<file path="src/design/rxoob_pkg.sv">
// Package for the receive out-of-band COM detector: register map and fields
package rxoob_pkg;

    // Register byte addresses are four times the printed index
    localparam logic [11:0] IDX_REFCLK_SEL   = 12'hc5c;
    localparam logic [11:0] IDX_PAD_OOB      = 12'hc64;
    localparam logic [11:0] IDX_PCS_TWO      = 12'hc67;
    localparam logic [11:0] IDX_PHY_ZERO     = 12'hc9d;
    localparam logic [11:0] IDX_PHY_ONE      = 12'hc9e;
    localparam logic [11:0] IDX_CLKDIV       = 12'hca3;
    localparam logic [11:0] IDX_FABRIC_TWO   = 12'hcab;
    localparam logic [11:0] IDX_BURST_IDLE   = 12'hcb8;
    localparam logic [11:0] IDX_IDLE_BOUNDS  = 12'hcb9;
    localparam logic [11:0] IDX_RESET_MASK   = 12'hcbb;
    localparam logic [11:0] IDX_STATUS       = 12'hcc0;

    // Field positions
    localparam int IDLE_MODE_LO   = 5;
    localparam int REQ_IDLE_LO    = 27;
    localparam int REQ_BURST_LO   = 24;
    localparam int INIT_MAX_LO    = 18;
    localparam int INIT_MIN_LO    = 12;
    localparam int BURST_MAX_LO   = 6;
    localparam int BURST_MIN_LO   = 0;
    localparam int SAS_MAX_LO     = 18;
    localparam int SAS_MIN_LO     = 12;
    localparam int WAKE_MAX_LO    = 6;
    localparam int WAKE_MIN_LO    = 0;
    localparam int DIVISOR_LO     = 27;
    localparam int REFSEL_BIT     = 19;
    localparam int OOB_RST_BIT    = 25;
    localparam int SPEED_LO       = 30;
    localparam int PD_OVRD_BIT    = 22;
    localparam int PD_BIT         = 21;
    localparam int PWRUP_BIT      = 18;
    localparam int MASK_LO        = 16;
    localparam int MASK_OOB_BIT   = 4;
    localparam int INVERT_BIT     = 24;
    localparam int OVRD_LO        = 19;
    localparam int ERR_REP_BIT    = 31;

    // Reset values
    localparam logic [31:0] BURST_IDLE_RESET = 32'h2400_0000;
    localparam logic [31:0] PWRUP_RESET      = 32'h0004_0000;
    localparam logic [1:0]  IDLE_MODE_DETECT = 2'h0;
    localparam logic [1:0]  IDLE_MODE_STATIC = 2'h3;
    localparam logic [1:0]  OVRD_NORMAL      = 2'h0;
    localparam logic [2:0]  MASK_ALL         = 3'h7;

    typedef enum logic [3:0] {
        RXOOB_IDLE  = 4'b0001,
        RXOOB_BURST = 4'b0010,
        RXOOB_GAP   = 4'b0100,
        RXOOB_DONE  = 4'b1000
    } rxoob_fsm_t;

    // Gap classification
    typedef struct packed {
        logic init;
        logic wake;
        logic sas;
    } rxoob_kind_t;

    typedef struct packed {
        logic [31:0] refsel;
        logic [31:0] pad;
        logic [31:0] pcs;
        logic [31:0] phy0;
        logic [31:0] phy1;
        logic [31:0] clkdiv;
        logic [31:0] fab;
        logic [31:0] cfg0;
        logic [31:0] cfg1;
        logic [31:0] rmask;
        logic [31:0] prdata;
        logic        pready;
        logic        pslverr;
    } rxoob_regs_t;

    typedef struct packed {
        rxoob_fsm_t  fsm;
        logic [4:0]  div_cnt;
        logic        tick;
        logic        act_q;
        logic        act_seen;
        logic [6:0]  len;
        logic [2:0]  bursts;
        logic [2:0]  idles;
        rxoob_kind_t kind;
        logic        line_idle;
        rxoob_kind_t seen;
        logic        oob_rst_q;
        logic        oob_rst;
        logic        powered;
    } rxoob_core_t;

endpackage

</file>
<file path="src/design/rxoob_detector.sv">
// Receive out-of-band COM sequence detector with APB register file
// Overview of operation
// Line-idle output low on activity, high when no activity detected.
// Idle-report mode 00 drives line-idle from the detection circuit.
// Idle-report mode 11 holds line-idle output at constant zero.
// Three detect outputs: init/reset, wake and SAS sequence seen.
// Declare a match only after configured burst count, field 26:24.
// Also require configured idle gap count, field 29:27.
// Init gap valid only between bounds at bits 17:12 and 23:18.
// Burst accepted only when length is between bits 5:0 and 11:6.
// SAS gap valid only between second-word bounds 17:12 and 24:18.
// Wake gap valid only between second-word bounds 5:0 and 11:6.
// Detection tick is reference clock divided by field 31:27 plus one.
// Select bit 19 picks ring or LC PLL reference clock.
// OOB reset pulse restarts detection regardless of reset mask.
// Speed field 31:30 selects SATA gen one to three or SAS 12G.
// Override bit 22 takes power-down state from bit 21.
// Power-up bit 18 low powers the detector down.
// Mask field 20:16 selects sub-resets; bit 4 is the OOB one.
// Bit 24 inverts the detection threshold polarity.
// Override field 20:19 substitutes the programmed override value.
// Bit 31 of PCS word disables erroneous symbol replacement.
// Controller should freeze clock recovery during initial idle.
// Controller must not use line-idle alone above 2.5 Gb/s.
// Count in the divided domain; present each detect as one pulse.
`timescale 1ns/1ps
`default_nettype none

module rxoob_detector
    import rxoob_pkg::*;
#(
    parameter int LEN_W = 7
) (
    input  wire logic        clk,
    input  wire logic        reset_n,
    input  wire logic        psel,
    input  wire logic        penable,
    input  wire logic        pwrite,
    input  wire logic [15:0] paddr,
    input  wire logic [31:0] pwdata,
    output logic      [31:0] prdata,
    output logic             pready,
    output logic             pslverr,
    input  wire logic        line_activity,
    input  wire logic        oob_only_reset,
    input  wire logic        ring_pll_present,
    input  wire logic        lc_tank_pll_present,
    input  wire logic        subsys_pcs_reset,
    output logic             line_idle_status,
    output logic             init_sequence_seen,
    output logic             wake_sequence_seen,
    output logic             sas_sequence_seen,
    output logic             detector_enabled,
    output logic [1:0]       link_generation_select,
    output logic             symbol_error_replace_disable,
    output logic [4:0]       receive_subreset_mask
);
    import rxoob_pkg::*;

    rxoob_regs_t r_reg, r_next;
    rxoob_core_t c_reg, c_next;

    // Field views of the configuration words
    logic [1:0] idle_report_mode;
    logic [2:0] required_idle_count, required_burst_count;
    logic [5:0] init_gap_upper_bound, init_gap_lower_bound;
    logic [5:0] burst_len_upper_bound, burst_len_lower_bound;
    logic [6:0] sas_gap_upper_bound;
    logic [5:0] sas_gap_lower_bound;
    logic [5:0] wake_gap_upper_bound, wake_gap_lower_bound;
    logic [4:0] detect_clock_divisor;
    logic       detect_refclk_source, refclk_ok;
    logic       detector_powerdown, detector_powerup, powered;
    logic       threshold_polarity_invert;
    logic [1:0] oob_override;
    logic       act_raw, act_eff, oob_reset_attr_bit, oob_masked;
    logic [11:0] idx;
    logic       wr_en, rd_en;

    assign idle_report_mode      = r_reg.phy0[IDLE_MODE_LO +: 2];
    assign required_idle_count   = r_reg.cfg0[REQ_IDLE_LO +: 3];
    assign required_burst_count  = r_reg.cfg0[REQ_BURST_LO +: 3];
    assign init_gap_upper_bound  = r_reg.cfg0[INIT_MAX_LO +: 6];
    assign init_gap_lower_bound  = r_reg.cfg0[INIT_MIN_LO +: 6];
    assign burst_len_upper_bound = r_reg.cfg0[BURST_MAX_LO +: 6];
    assign burst_len_lower_bound = r_reg.cfg0[BURST_MIN_LO +: 6];
    assign sas_gap_upper_bound   = r_reg.cfg1[SAS_MAX_LO +: 7];
    assign sas_gap_lower_bound   = r_reg.cfg1[SAS_MIN_LO +: 6];
    assign wake_gap_upper_bound  = r_reg.cfg1[WAKE_MAX_LO +: 6];
    assign wake_gap_lower_bound  = r_reg.cfg1[WAKE_MIN_LO +: 6];
    assign detect_clock_divisor  = r_reg.clkdiv[DIVISOR_LO +: 5];
    assign detect_refclk_source  = r_reg.refsel[REFSEL_BIT];
    assign detector_powerdown    = r_reg.phy1[PD_BIT];
    assign detector_powerup      = r_reg.pad[PWRUP_BIT];
    assign threshold_polarity_invert = r_reg.pad[INVERT_BIT];
    assign oob_override          = r_reg.pad[OVRD_LO +: 2];
    assign oob_reset_attr_bit    = r_reg.fab[OOB_RST_BIT];
    assign oob_masked            = r_reg.rmask[MASK_LO + MASK_OOB_BIT];

    // Reference source: ring PLL on 0, LC tank PLL on 1
    assign refclk_ok = detect_refclk_source ? lc_tank_pll_present
                                            : ring_pll_present;

    // Override bit hands power-down to software; power-up bit and reference clock presence always gate too
    assign powered = (r_reg.phy1[PD_OVRD_BIT] ? ~detector_powerdown
                                               : 1'b1)
                     & detector_powerup & refclk_ok;

    // Threshold inversion flips the sensed level; override replaces it
    assign act_raw = line_activity ^ threshold_polarity_invert;
    assign act_eff = (oob_override == OVRD_NORMAL) ? act_raw
                   : oob_override[1];

    assign idx   = paddr[13:2];
    assign wr_en = psel & penable & pwrite & ~r_reg.pready;
    assign rd_en = psel & ~penable & ~pwrite;

    // APB slave: one wait state, error on unmapped index
    always_comb begin
        r_next = r_reg;
        r_next.pready  = psel & penable & ~r_reg.pready;
        r_next.pslverr = 1'b0;
        if (rd_en) begin
            r_next.prdata = 32'h0000_0000;
            unique case (idx)
                IDX_REFCLK_SEL:  r_next.prdata = r_reg.refsel;
                IDX_PAD_OOB:     r_next.prdata = r_reg.pad;
                IDX_PCS_TWO:     r_next.prdata = r_reg.pcs;
                IDX_PHY_ZERO:    r_next.prdata = r_reg.phy0;
                IDX_PHY_ONE:     r_next.prdata = r_reg.phy1;
                IDX_CLKDIV:      r_next.prdata = r_reg.clkdiv;
                IDX_FABRIC_TWO:  r_next.prdata = r_reg.fab;
                IDX_BURST_IDLE:  r_next.prdata = r_reg.cfg0;
                IDX_IDLE_BOUNDS: r_next.prdata = r_reg.cfg1;
                IDX_RESET_MASK:  r_next.prdata = r_reg.rmask;
                IDX_STATUS: begin
                    r_next.prdata = {25'h0, c_reg.bursts, c_reg.line_idle,
                                     c_reg.fsm == RXOOB_BURST, powered,
                                     refclk_ok};
                end
                default: begin
                end
            endcase
        end
        if (psel & penable & ~r_reg.pready) begin
            unique case (idx)
                IDX_REFCLK_SEL, IDX_PAD_OOB, IDX_PCS_TWO, IDX_PHY_ZERO,
                IDX_PHY_ONE, IDX_CLKDIV, IDX_FABRIC_TWO, IDX_BURST_IDLE,
                IDX_IDLE_BOUNDS, IDX_RESET_MASK, IDX_STATUS: begin
                end
                default: r_next.pslverr = 1'b1;
            endcase
        end
        if (wr_en) begin
            unique case (idx)
                IDX_REFCLK_SEL:  r_next.refsel = pwdata;
                IDX_PAD_OOB:     r_next.pad    = pwdata;
                IDX_PCS_TWO:     r_next.pcs    = pwdata;
                IDX_PHY_ZERO:    r_next.phy0   = pwdata;
                IDX_PHY_ONE:     r_next.phy1   = pwdata;
                IDX_CLKDIV:      r_next.clkdiv = pwdata;
                IDX_FABRIC_TWO:  r_next.fab    = pwdata;
                IDX_BURST_IDLE:  r_next.cfg0   = pwdata;
                IDX_IDLE_BOUNDS: r_next.cfg1   = pwdata;
                IDX_RESET_MASK:  r_next.rmask  = pwdata;
                default: begin
                end
            endcase
        end
        // Clear once the request is seen, or it could never fall
        if (c_reg.oob_rst_q & ~(wr_en && idx == IDX_FABRIC_TWO)) begin
            r_next.fab[OOB_RST_BIT] = 1'b0;
        end
    end

    // Detection core running on the divided tick
    always_comb begin
        logic       reset_core;
        logic       burst_ok;
        logic [6:0] len_next;
        reset_core = 1'b0;
        burst_ok   = 1'b0;
        len_next   = 7'h00;
        c_next = c_reg;
        c_next.seen = '0;
        c_next.powered = powered;  // Registered for the status pin
        c_next.oob_rst_q = oob_only_reset | oob_reset_attr_bit;
        // Falling edge of the reset request restarts the detector
        c_next.oob_rst = c_reg.oob_rst_q
                       & ~(oob_only_reset | oob_reset_attr_bit);
        // Mask bit only gates the shared subsystem reset, never ours
        reset_core = c_reg.oob_rst | ~powered
                   | (subsys_pcs_reset & oob_masked);
        // Tick every divisor plus one clocks, 50 MHz with the bench's divisor of one
        c_next.tick = 1'b0;
        if (c_reg.div_cnt >= detect_clock_divisor) begin
            c_next.div_cnt = 5'h00;
            c_next.tick    = 1'b1;
        end else begin
            c_next.div_cnt = c_reg.div_cnt + 5'h01;
        end
        // Latch activity between ticks so short bursts are not missed
        c_next.act_seen = c_reg.act_seen | act_eff;
        // Line idle follows detection in mode 00, is held low in mode 11, else keeps its value
        if (idle_report_mode == IDLE_MODE_STATIC) begin
            c_next.line_idle = 1'b0;
        end else if (idle_report_mode == IDLE_MODE_DETECT) begin
            c_next.line_idle = ~act_eff & powered;
        end
        len_next = (c_reg.len == 7'h7f) ? c_reg.len : c_reg.len + 7'h01;
        if (c_reg.tick) begin
            c_next.act_seen = act_eff;
            c_next.act_q    = c_reg.act_seen;
            burst_ok = c_reg.len[5:0] >= burst_len_lower_bound
                     && c_reg.len <= {1'b0, burst_len_upper_bound};
            unique case (c_reg.fsm)
                RXOOB_IDLE: begin
                    c_next.len = 7'h00;
                    c_next.bursts = 3'h0;
                    c_next.idles  = 3'h0;
                    if (c_reg.act_seen) begin
                        c_next.fsm = RXOOB_BURST;
                    end
                end
                RXOOB_BURST: begin
                    if (c_reg.act_seen) begin
                        c_next.len = len_next;
                    end else if (burst_ok) begin
                        c_next.bursts = c_reg.bursts + 3'h1;
                        c_next.len = 7'h00;
                        c_next.fsm = RXOOB_GAP;
                    end else begin
                        c_next.fsm = RXOOB_IDLE;
                    end
                end
                RXOOB_GAP: begin
                    if (!c_reg.act_seen) begin
                        c_next.len = len_next;
                    end else begin
                        c_next.kind.init =
                            c_reg.len >= {1'b0, init_gap_lower_bound} &&
                            c_reg.len <= {1'b0, init_gap_upper_bound};
                        c_next.kind.sas =
                            c_reg.len >= {1'b0, sas_gap_lower_bound} &&
                            c_reg.len <= sas_gap_upper_bound;
                        c_next.kind.wake =
                            c_reg.len >= {1'b0, wake_gap_lower_bound} &&
                            c_reg.len <= {1'b0, wake_gap_upper_bound};
                        c_next.len = 7'h00;
                        if (c_next.kind == '0 ||
                            (c_reg.idles != 3'h0 &&
                             c_next.kind != c_reg.kind)) begin
                            c_next.fsm = RXOOB_IDLE;
                        end else begin
                            c_next.idles = c_reg.idles + 3'h1;
                            c_next.fsm = RXOOB_BURST;
                        end
                        // Enough bursts and gaps: declare the match
                        if (c_reg.bursts >= required_burst_count &&
                            c_reg.idles + 3'h1 >= required_idle_count &&
                            c_next.fsm == RXOOB_BURST) begin
                            c_next.fsm = RXOOB_DONE;
                        end
                    end
                    // A long silence ends the sequence too
                    if (c_reg.len == 7'h7f) begin
                        c_next.fsm = RXOOB_IDLE;
                    end
                end
                RXOOB_DONE: begin
                    c_next.seen = c_reg.kind;
                    c_next.fsm  = RXOOB_IDLE;
                end
                default: c_next.fsm = RXOOB_IDLE;
            endcase
        end
        if (reset_core) begin
            c_next.fsm    = RXOOB_IDLE;
            c_next.len    = 7'h00;
            c_next.bursts = 3'h0;
            c_next.idles  = 3'h0;
            c_next.kind   = '0;
            c_next.seen   = '0;
        end
    end

    // Single state update
    always_ff @(posedge clk) begin
        if (!reset_n) begin
            r_reg <= '0;
            r_reg.cfg0 <= BURST_IDLE_RESET;
            r_reg.pad  <= PWRUP_RESET;
            c_reg <= '0;
            c_reg.fsm <= RXOOB_IDLE;
        end else begin
            r_reg <= r_next;
            c_reg <= c_next;
        end
    end

    // Outputs straight from flip-flops
    assign prdata  = r_reg.prdata;
    assign pready  = r_reg.pready;
    assign pslverr = r_reg.pslverr;
    assign line_idle_status   = c_reg.line_idle;
    assign init_sequence_seen = c_reg.seen.init;
    assign wake_sequence_seen = c_reg.seen.wake;
    assign sas_sequence_seen  = c_reg.seen.sas;
    assign detector_enabled   = c_reg.powered;
    assign link_generation_select = r_reg.phy1[SPEED_LO +: 2];
    assign symbol_error_replace_disable = r_reg.pcs[ERR_REP_BIT];
    assign receive_subreset_mask = r_reg.rmask[MASK_LO +: 5];

    // Assertions
    a_static_idle_low: assert property (@(posedge clk) disable iff (!reset_n)
        idle_report_mode == IDLE_MODE_STATIC |=> !line_idle_status)
        else $error("line idle not low in static mode");
    a_idle_follows: assert property (@(posedge clk) disable iff (!reset_n)
        (idle_report_mode == IDLE_MODE_DETECT && act_eff)
        |=> !line_idle_status)
        else $error("line idle high during activity");
    a_seen_pulse: assert property (@(posedge clk) disable iff (!reset_n)
        init_sequence_seen |=> !init_sequence_seen)
        else $error("detect not a single pulse");
    a_seen_from_done: assert property (@(posedge clk) disable iff (!reset_n)
        $rose(wake_sequence_seen) |-> $past(c_reg.fsm) == RXOOB_DONE)
        else $error("detect without completed sequence");
    a_tick_period: assert property (@(posedge clk) disable iff (!reset_n)
        c_reg.tick && detect_clock_divisor == 5'h01 && $stable(r_reg.clkdiv)
        |=> !c_reg.tick ##1 c_reg.tick)
        else $error("divided tick period wrong");
    a_oob_restart: assert property (@(posedge clk) disable iff (!reset_n)
        c_reg.oob_rst |=> c_reg.fsm == RXOOB_IDLE && c_reg.bursts == 3'h0)
        else $error("oob reset did not restart");
    a_power_hold: assert property (@(posedge clk) disable iff (!reset_n)
        !detector_powerup |=> c_reg.fsm == RXOOB_IDLE)
        else $error("detector ran while powered down");
    a_burst_count: assert property (@(posedge clk) disable iff (!reset_n)
        c_reg.fsm == RXOOB_DONE |-> c_reg.bursts >= required_burst_count)
        else $error("match with too few bursts");
    a_idle_count: assert property (@(posedge clk) disable iff (!reset_n)
        c_reg.fsm == RXOOB_DONE |-> c_reg.idles >= required_idle_count)
        else $error("match with too few gaps");

endmodule

`default_nettype wire

</file>
<file path="config.mk">
export PLATFORM = sky130hd
export DESIGN_NAME = rxoob_detector
export DESIGN_NICKNAME = d
export VERILOG_FILES = /design/src/design/rxoob_pkg.sv /design/src/design/rxoob_detector.sv
export SDC_FILE = /design/constraint.sdc
export NUM_CORES = 1
export LEC_CHECK = 0
export ABC_AREA = 1
export BUFFER_PORTS_ARGS = -buffer_cell sky130_fd_sc_hd__clkbuf_2
export CORE_ASPECT_RATIO = 1.25
export CORE_UTILIZATION = 55
export CTS_BUF_LIST = sky130_fd_sc_hd__clkbuf_4
export CTS_CLUSTER_SIZE = 20
export DETAILED_ROUTE_END_ITERATION = 6
export PLACE_DENSITY_LB_ADDON = 0.25
export SLEW_MARGIN = 20
export SYNTH_ARGS = -nofsm -noshare
export SYNTH_HDL_FRONTEND = slang
export SYNTH_SLANG_ARGS = --single-unit
export TNS_END_PERCENT = 100
</file>
<file path="constraint.sdc">
create_clock -name clk -period 3 [get_ports clk]
set_clock_uncertainty 0.1 [all_clocks]
set_input_delay 0.6 -clock clk [delete_from_list [all_inputs] [get_ports clk]]
set_output_delay 0.6 -clock clk [all_outputs]
set_load 0.02 [all_outputs]
</file>
Yosys cells after proc, flatten, opt, wreduce, memory -nomap -nowiden --
Cells that the tools add are included.
Storage, ports and cells: register bits after elaboration 388, input port bits 58, output and inout bits 47, word-level logic and storage cells 167
Cells by class: mux-type cells 29, order comparisons 11, bitwise operators 28, equality and inequality tests 26, add/sub/neg operators 4, reduce and logical (&&, ||, !) cells 38
Operators by type and width (count):
- $pmux 32 s11 | 1
- $eq 12x12->1 const B | 11
- $mux 4 | 8
- $reduce_and 2->1 | 11
- $ge 7x6->1 | 3
- $le 7x6->1 | 3
- $mux 7 | 3
- $pmux 7 s3 | 1
- $mux 17 | 1
- $and 1x1->1 | 12
- $mux 3 | 4
- $pmux 3 s2 | 2
- $pmux 4 s3 | 1
- $reduce_and 4->1 | 3
- $not 1->1 | 11
- $reduce_or 11->1 | 1
- $mux 10 | 1
- $eq 4x2->1 const B | 2
- $logic_and 1x1->1 | 8
- $ne 2x2->1 const B | 4
- $reduce_or 2->1 | 4
- $add 7x1->7 const B | 1
- $eq 7x7->1 const B | 1
- $le 7x7->1 | 1
- other kinds (25) | 38

Longest topological paths before layout --
word-level depth 15, gate-level depth with buffers 19, gate-level depth less buffers 19

Worst setup path before layout --
No wires, ideal clock.
kind register -> register, start register c_reg[18] (netlist name), end register c_reg[19] (netlist name), data required time 2.786 ns, setup slack 0.959 ns, path buffers 0, clock period less this slack 2.041 ns, arrival 1.827 ns, library setup time 0.114 ns, stages on the path, launching flop included 12, path through dfxtp_1 -> ha_1 -> a21oi_1 -> o21a_1 -> o21ai_1 -> o21ai_0 -> nand2_1 -> nand3_2 -> nand2_2 -> o21ai_1 -> o21bai_1 -> nor2_1
Between the ends: cells in the longest elaborated chain, start to end 4, elaborated cells between the ends (all ways) 11, classes of those cells add/sub (1); order compare (2); eq/ne (2); mux (4); reduce/logical (2)
Ends and longest elaborated chain:
- start, declared | line rxoob_detector.sv:61 | rxoob_core_t c_reg, c_next;
- start signal, assigned | line rxoob_detector.sv:297 | c_reg <= c_next;
- $add 7x1->7 (tied with other cells) | line rxoob_detector.sv:210 | len_next = (c_reg.len == 7'h7f) ? c_reg.len : c_reg.len + 7'h01;
- $mux 7 / $logic_and 1x1->1 (equally long branches) | line rxoob_detector.sv:210, rxoob_detector.sv:215
- $mux 7 (tied with other cells) | line rxoob_detector.sv:237 | if (!c_reg.act_seen) begin
- $pmux 7 s3 / $reduce_and 3->1 (equally long branches)
Parallel ways exist; a longest one is shown, timed or not. A chain may end at the register's enable or synchronous reset.

Worst setup path after layout --
start register c_reg[16] (netlist name), end register c_reg[14] (netlist name)
Between the ends: cells in the longest elaborated chain, start to end 4, elaborated cells between the ends (all ways) 5, classes of those cells order compare (2); eq/ne (1); reduce/logical (2)
Ends and longest elaborated chain:
- $le 7x6->1 / $ge 6x6->1 (equally long branches) | line rxoob_detector.sv:215, rxoob_detector.sv:214
- $logic_and 1x1->1 * | line rxoob_detector.sv:215 | && c_reg.len <= {1'b0, burst_len_upper_bound};
- $ne 2x1->1 (no line) *
- $reduce_and 4->1 (no line) *
Every way passes the cells marked *; elsewhere a longest branch is shown, timed or not.

==> reports/results.ini <==
[status]
outcome = finished, final reports clean

[synth]
yosysTopAreaCellShare_pct = 43.26
syn_inst = 2384
synth_edf_count = 0
avgSynthCellArea_um2 = 7.531
mappedNetlistArea_um2 = 17950
synth_most_common_cell = dfxtp_1
yosys-top-cells-area = dfxtp_1 (43%), a21oi_1 (9.6%), inv_1 (8.0%)
ys_top_cells_by_count = dfxtp_1 (388), inv_1 (384), a21oi_1 (346)
syn-num-nets = 2507
seq_area_frac_synth_pct = 43.26
synth_seq_cells = 388
synth_area_leader_cell = dfxtp_1
async_flop_share_pct = 0
synthFlopType = dfxtp_1
ys_warn_count = 0
synth.distinct_cells = 43

[sta]
tightest_slew_ns = 0.8087
report.final.hold_viol_count = 0
period_minus_slack_ns = 2.690
finalCritPeriodShare_pct = 89.68
setup-tns-final_ns = 0
slew_headroom_pct = 45.67
rsz0062_at_grt = false
max_freq_mhz = 371.7
final-setup-viol-count = 0
worst_slack_ns = 0.3097
maxSlewViolCount = 0

[drt]
drt_iter0_drc = 1502
wire_per_inst_um = 18.72
vias = 17110
first_pass_iters = 5
drt-total-wl_um = 54910
antenna_left = 0
detail_route.vias_per_cell = 5.830
drc = 0

[clock_tree]
post_cts_buffers = 0
numCtsBuffers = 94
cts_root_buffer = clkbuf_4
path_clk_slew_ns = 0.07
cts.sinks = 388
clockBufferDepth = 3
postCtsResizedCells = 0
clk_latency_ns = 0.79
cts_tree = done
cts-htree-levels = 3

[pwr]
max-vdd-ir-drop_mv = 0.3352
power_density_nw_per_um2 = 492.0
p_total_w = 0.009758
leakage_nw = 7.636

[floorplan]
die_w_um = 163.6
num_rows = 73
io_pins = 105
die_h_um = 204
core_um2 = 31970
initial_core_util_pct = 56.16
die_area_um2 = 33370

[cells_and_area]
synthToLayoutAreaGrowth_pct = 10.47
design_area_um2 = 19830
final_util_pct = 62.04
nets = 2579
layout-drive-gt1-share_pct = 13.62
largest_reg_flops = 275

[placement]
gp_congestion = 0.8893
hpwl_um = 34920
portBuffers = 100
place_ws_ns = 0.2843
place_area_um2 = 18720

[setup_path]
end_kind = flop
cp_max_fo = 9
required_ns = 3.56
crit_arrival_ns = 3.25
critPathKind = flop to flop
start_kind = flop

[grt]
grt_overflow_total = 0
antenna_found_initial = 1
grt_max_degree = 91
grtUsageTotal_pct = 33.42
grt_pass1_wl_um = 86920
grt_pass1_vias = 16520

[worst_hold_path]
hold_path_class = primary input to flop

[flow_run]
drv_cap = 0

cells in the final DEF, fill, tap and decap left out, drive strengths merged:
cell         Yosys  routed
a2bb2oi          1       1
o211ai           6       6
dfxtp          388     388
a311oi           2       2
xor2             5       5
clkinv           1      24
a31oi            1       1
inv            395     396
o31ai            1       1
dlygate4sd3      0       1
nand3b           3       3
xnor2            1       1
a21oi          346     346
o21ai          243     243
o2111ai          2       2
o22ai          128     128
clkbuf          99     229
diode            0       4
ha              65      65
nand4           14      14
or2              5       5
a211oi          99      99
o21a             3       3
buf             78      53
nor3            11      11
nand2          195     195
clkinvlp         0       4
nor2           200     200
nand3           85      85
o21bai           1       1
nor4             6       6
area by class of cell:
cell class,instances,area (um2)
flip-flops and latches,388,7767
clock buffers,130,975.9
fillers,2908,12130
multi-input cells,1423,7849
diodes,4,10.01
repair buffers,153,1104
clock inverters,28,121.4
inverters,396,1491
well taps,412,515.5
report_power, final:
| group | switching (W) | total (W) | internal, W |
|---|---|---|---|
| sequential | 0.0000115 | 0.00517 | 0.00516 |
| clock | 0.00214 | 0.00413 | 0.00199 |
| combinational | 0.000337 | 0.000457 | 0.000120 |
logic make-up (layout without fill, tap and decap cells):
logic type | Yosys count | count (layout) | synth area share [%]
other | 0 | 4 | 0
and+or+nand+nor | 519 | 519 | 12.44
adders and majority gates | 65 | 65 | 4.530
AOI/OAI and AO/OA | 833 | 833 | 26.29
buffers and inverters | 573 | 707 | 13.19
DFF | 388 | 388 | 43.26
xor gates and xnor gates | 6 | 6 | 0.2927
timing repair:
action	4_1_cts	5_1_grt
hold endpoints to repair	2	0
hold buffers	1	0
setup endpoints to repair	0	0
metrics by stage:
| step | hold WS (ns) | cells |
|---|---|---|
| after floorplan | 0.3156 | 2384 |
| after global placement | 0.3371 | 2771 |
| after detailed placement | 0.3437 | 2771 |
| after CTS | 0.04061 | 2930 |
| after global routing | 0.07186 | 2931 |
| final | 0.07281 | 2934 |
final timing paths:
check	startpoint	endpoint	slack, ns	cells after the start
worst max-delay path	c_reg[16]	c_reg[14]	0.31	9
worst min-delay path	pwdata[2]	r_reg[324]	0.07	3
worst max register to register	c_reg[16]	c_reg[14]	0.31	9
worst min register to register	r_reg[165]	r_reg[165]	0.35	2
worst max-delay path, stage by stage (launching register included):
cell and delay [ns]:
dfxtp_1 0.40, inv_1 0.27, ha_1 0.38, nand3_1 0.07, o21ai_0 0.46, nand3_1 0.22
nand2_1 0.17, nand2_1 0.12, o21ai_0 0.32, a211oi_1 0.09
routing by layer:
| layer | up-vias | share of wire (%) | GRT usage (%) |
|---|---|---|---|
| met1 | 7977 | 42 | 44.26 |
| li1 | 8156 | - | - |
| met5 | - | 0 | 0 |
| met2 | 835 | 46 | 53.83 |
| met3 | 137 | 9.3 | 5.986 |
| met4 | 0 | 2.8 | 12.96 |
No activity file was read; power rests on OpenSTA's default activity.
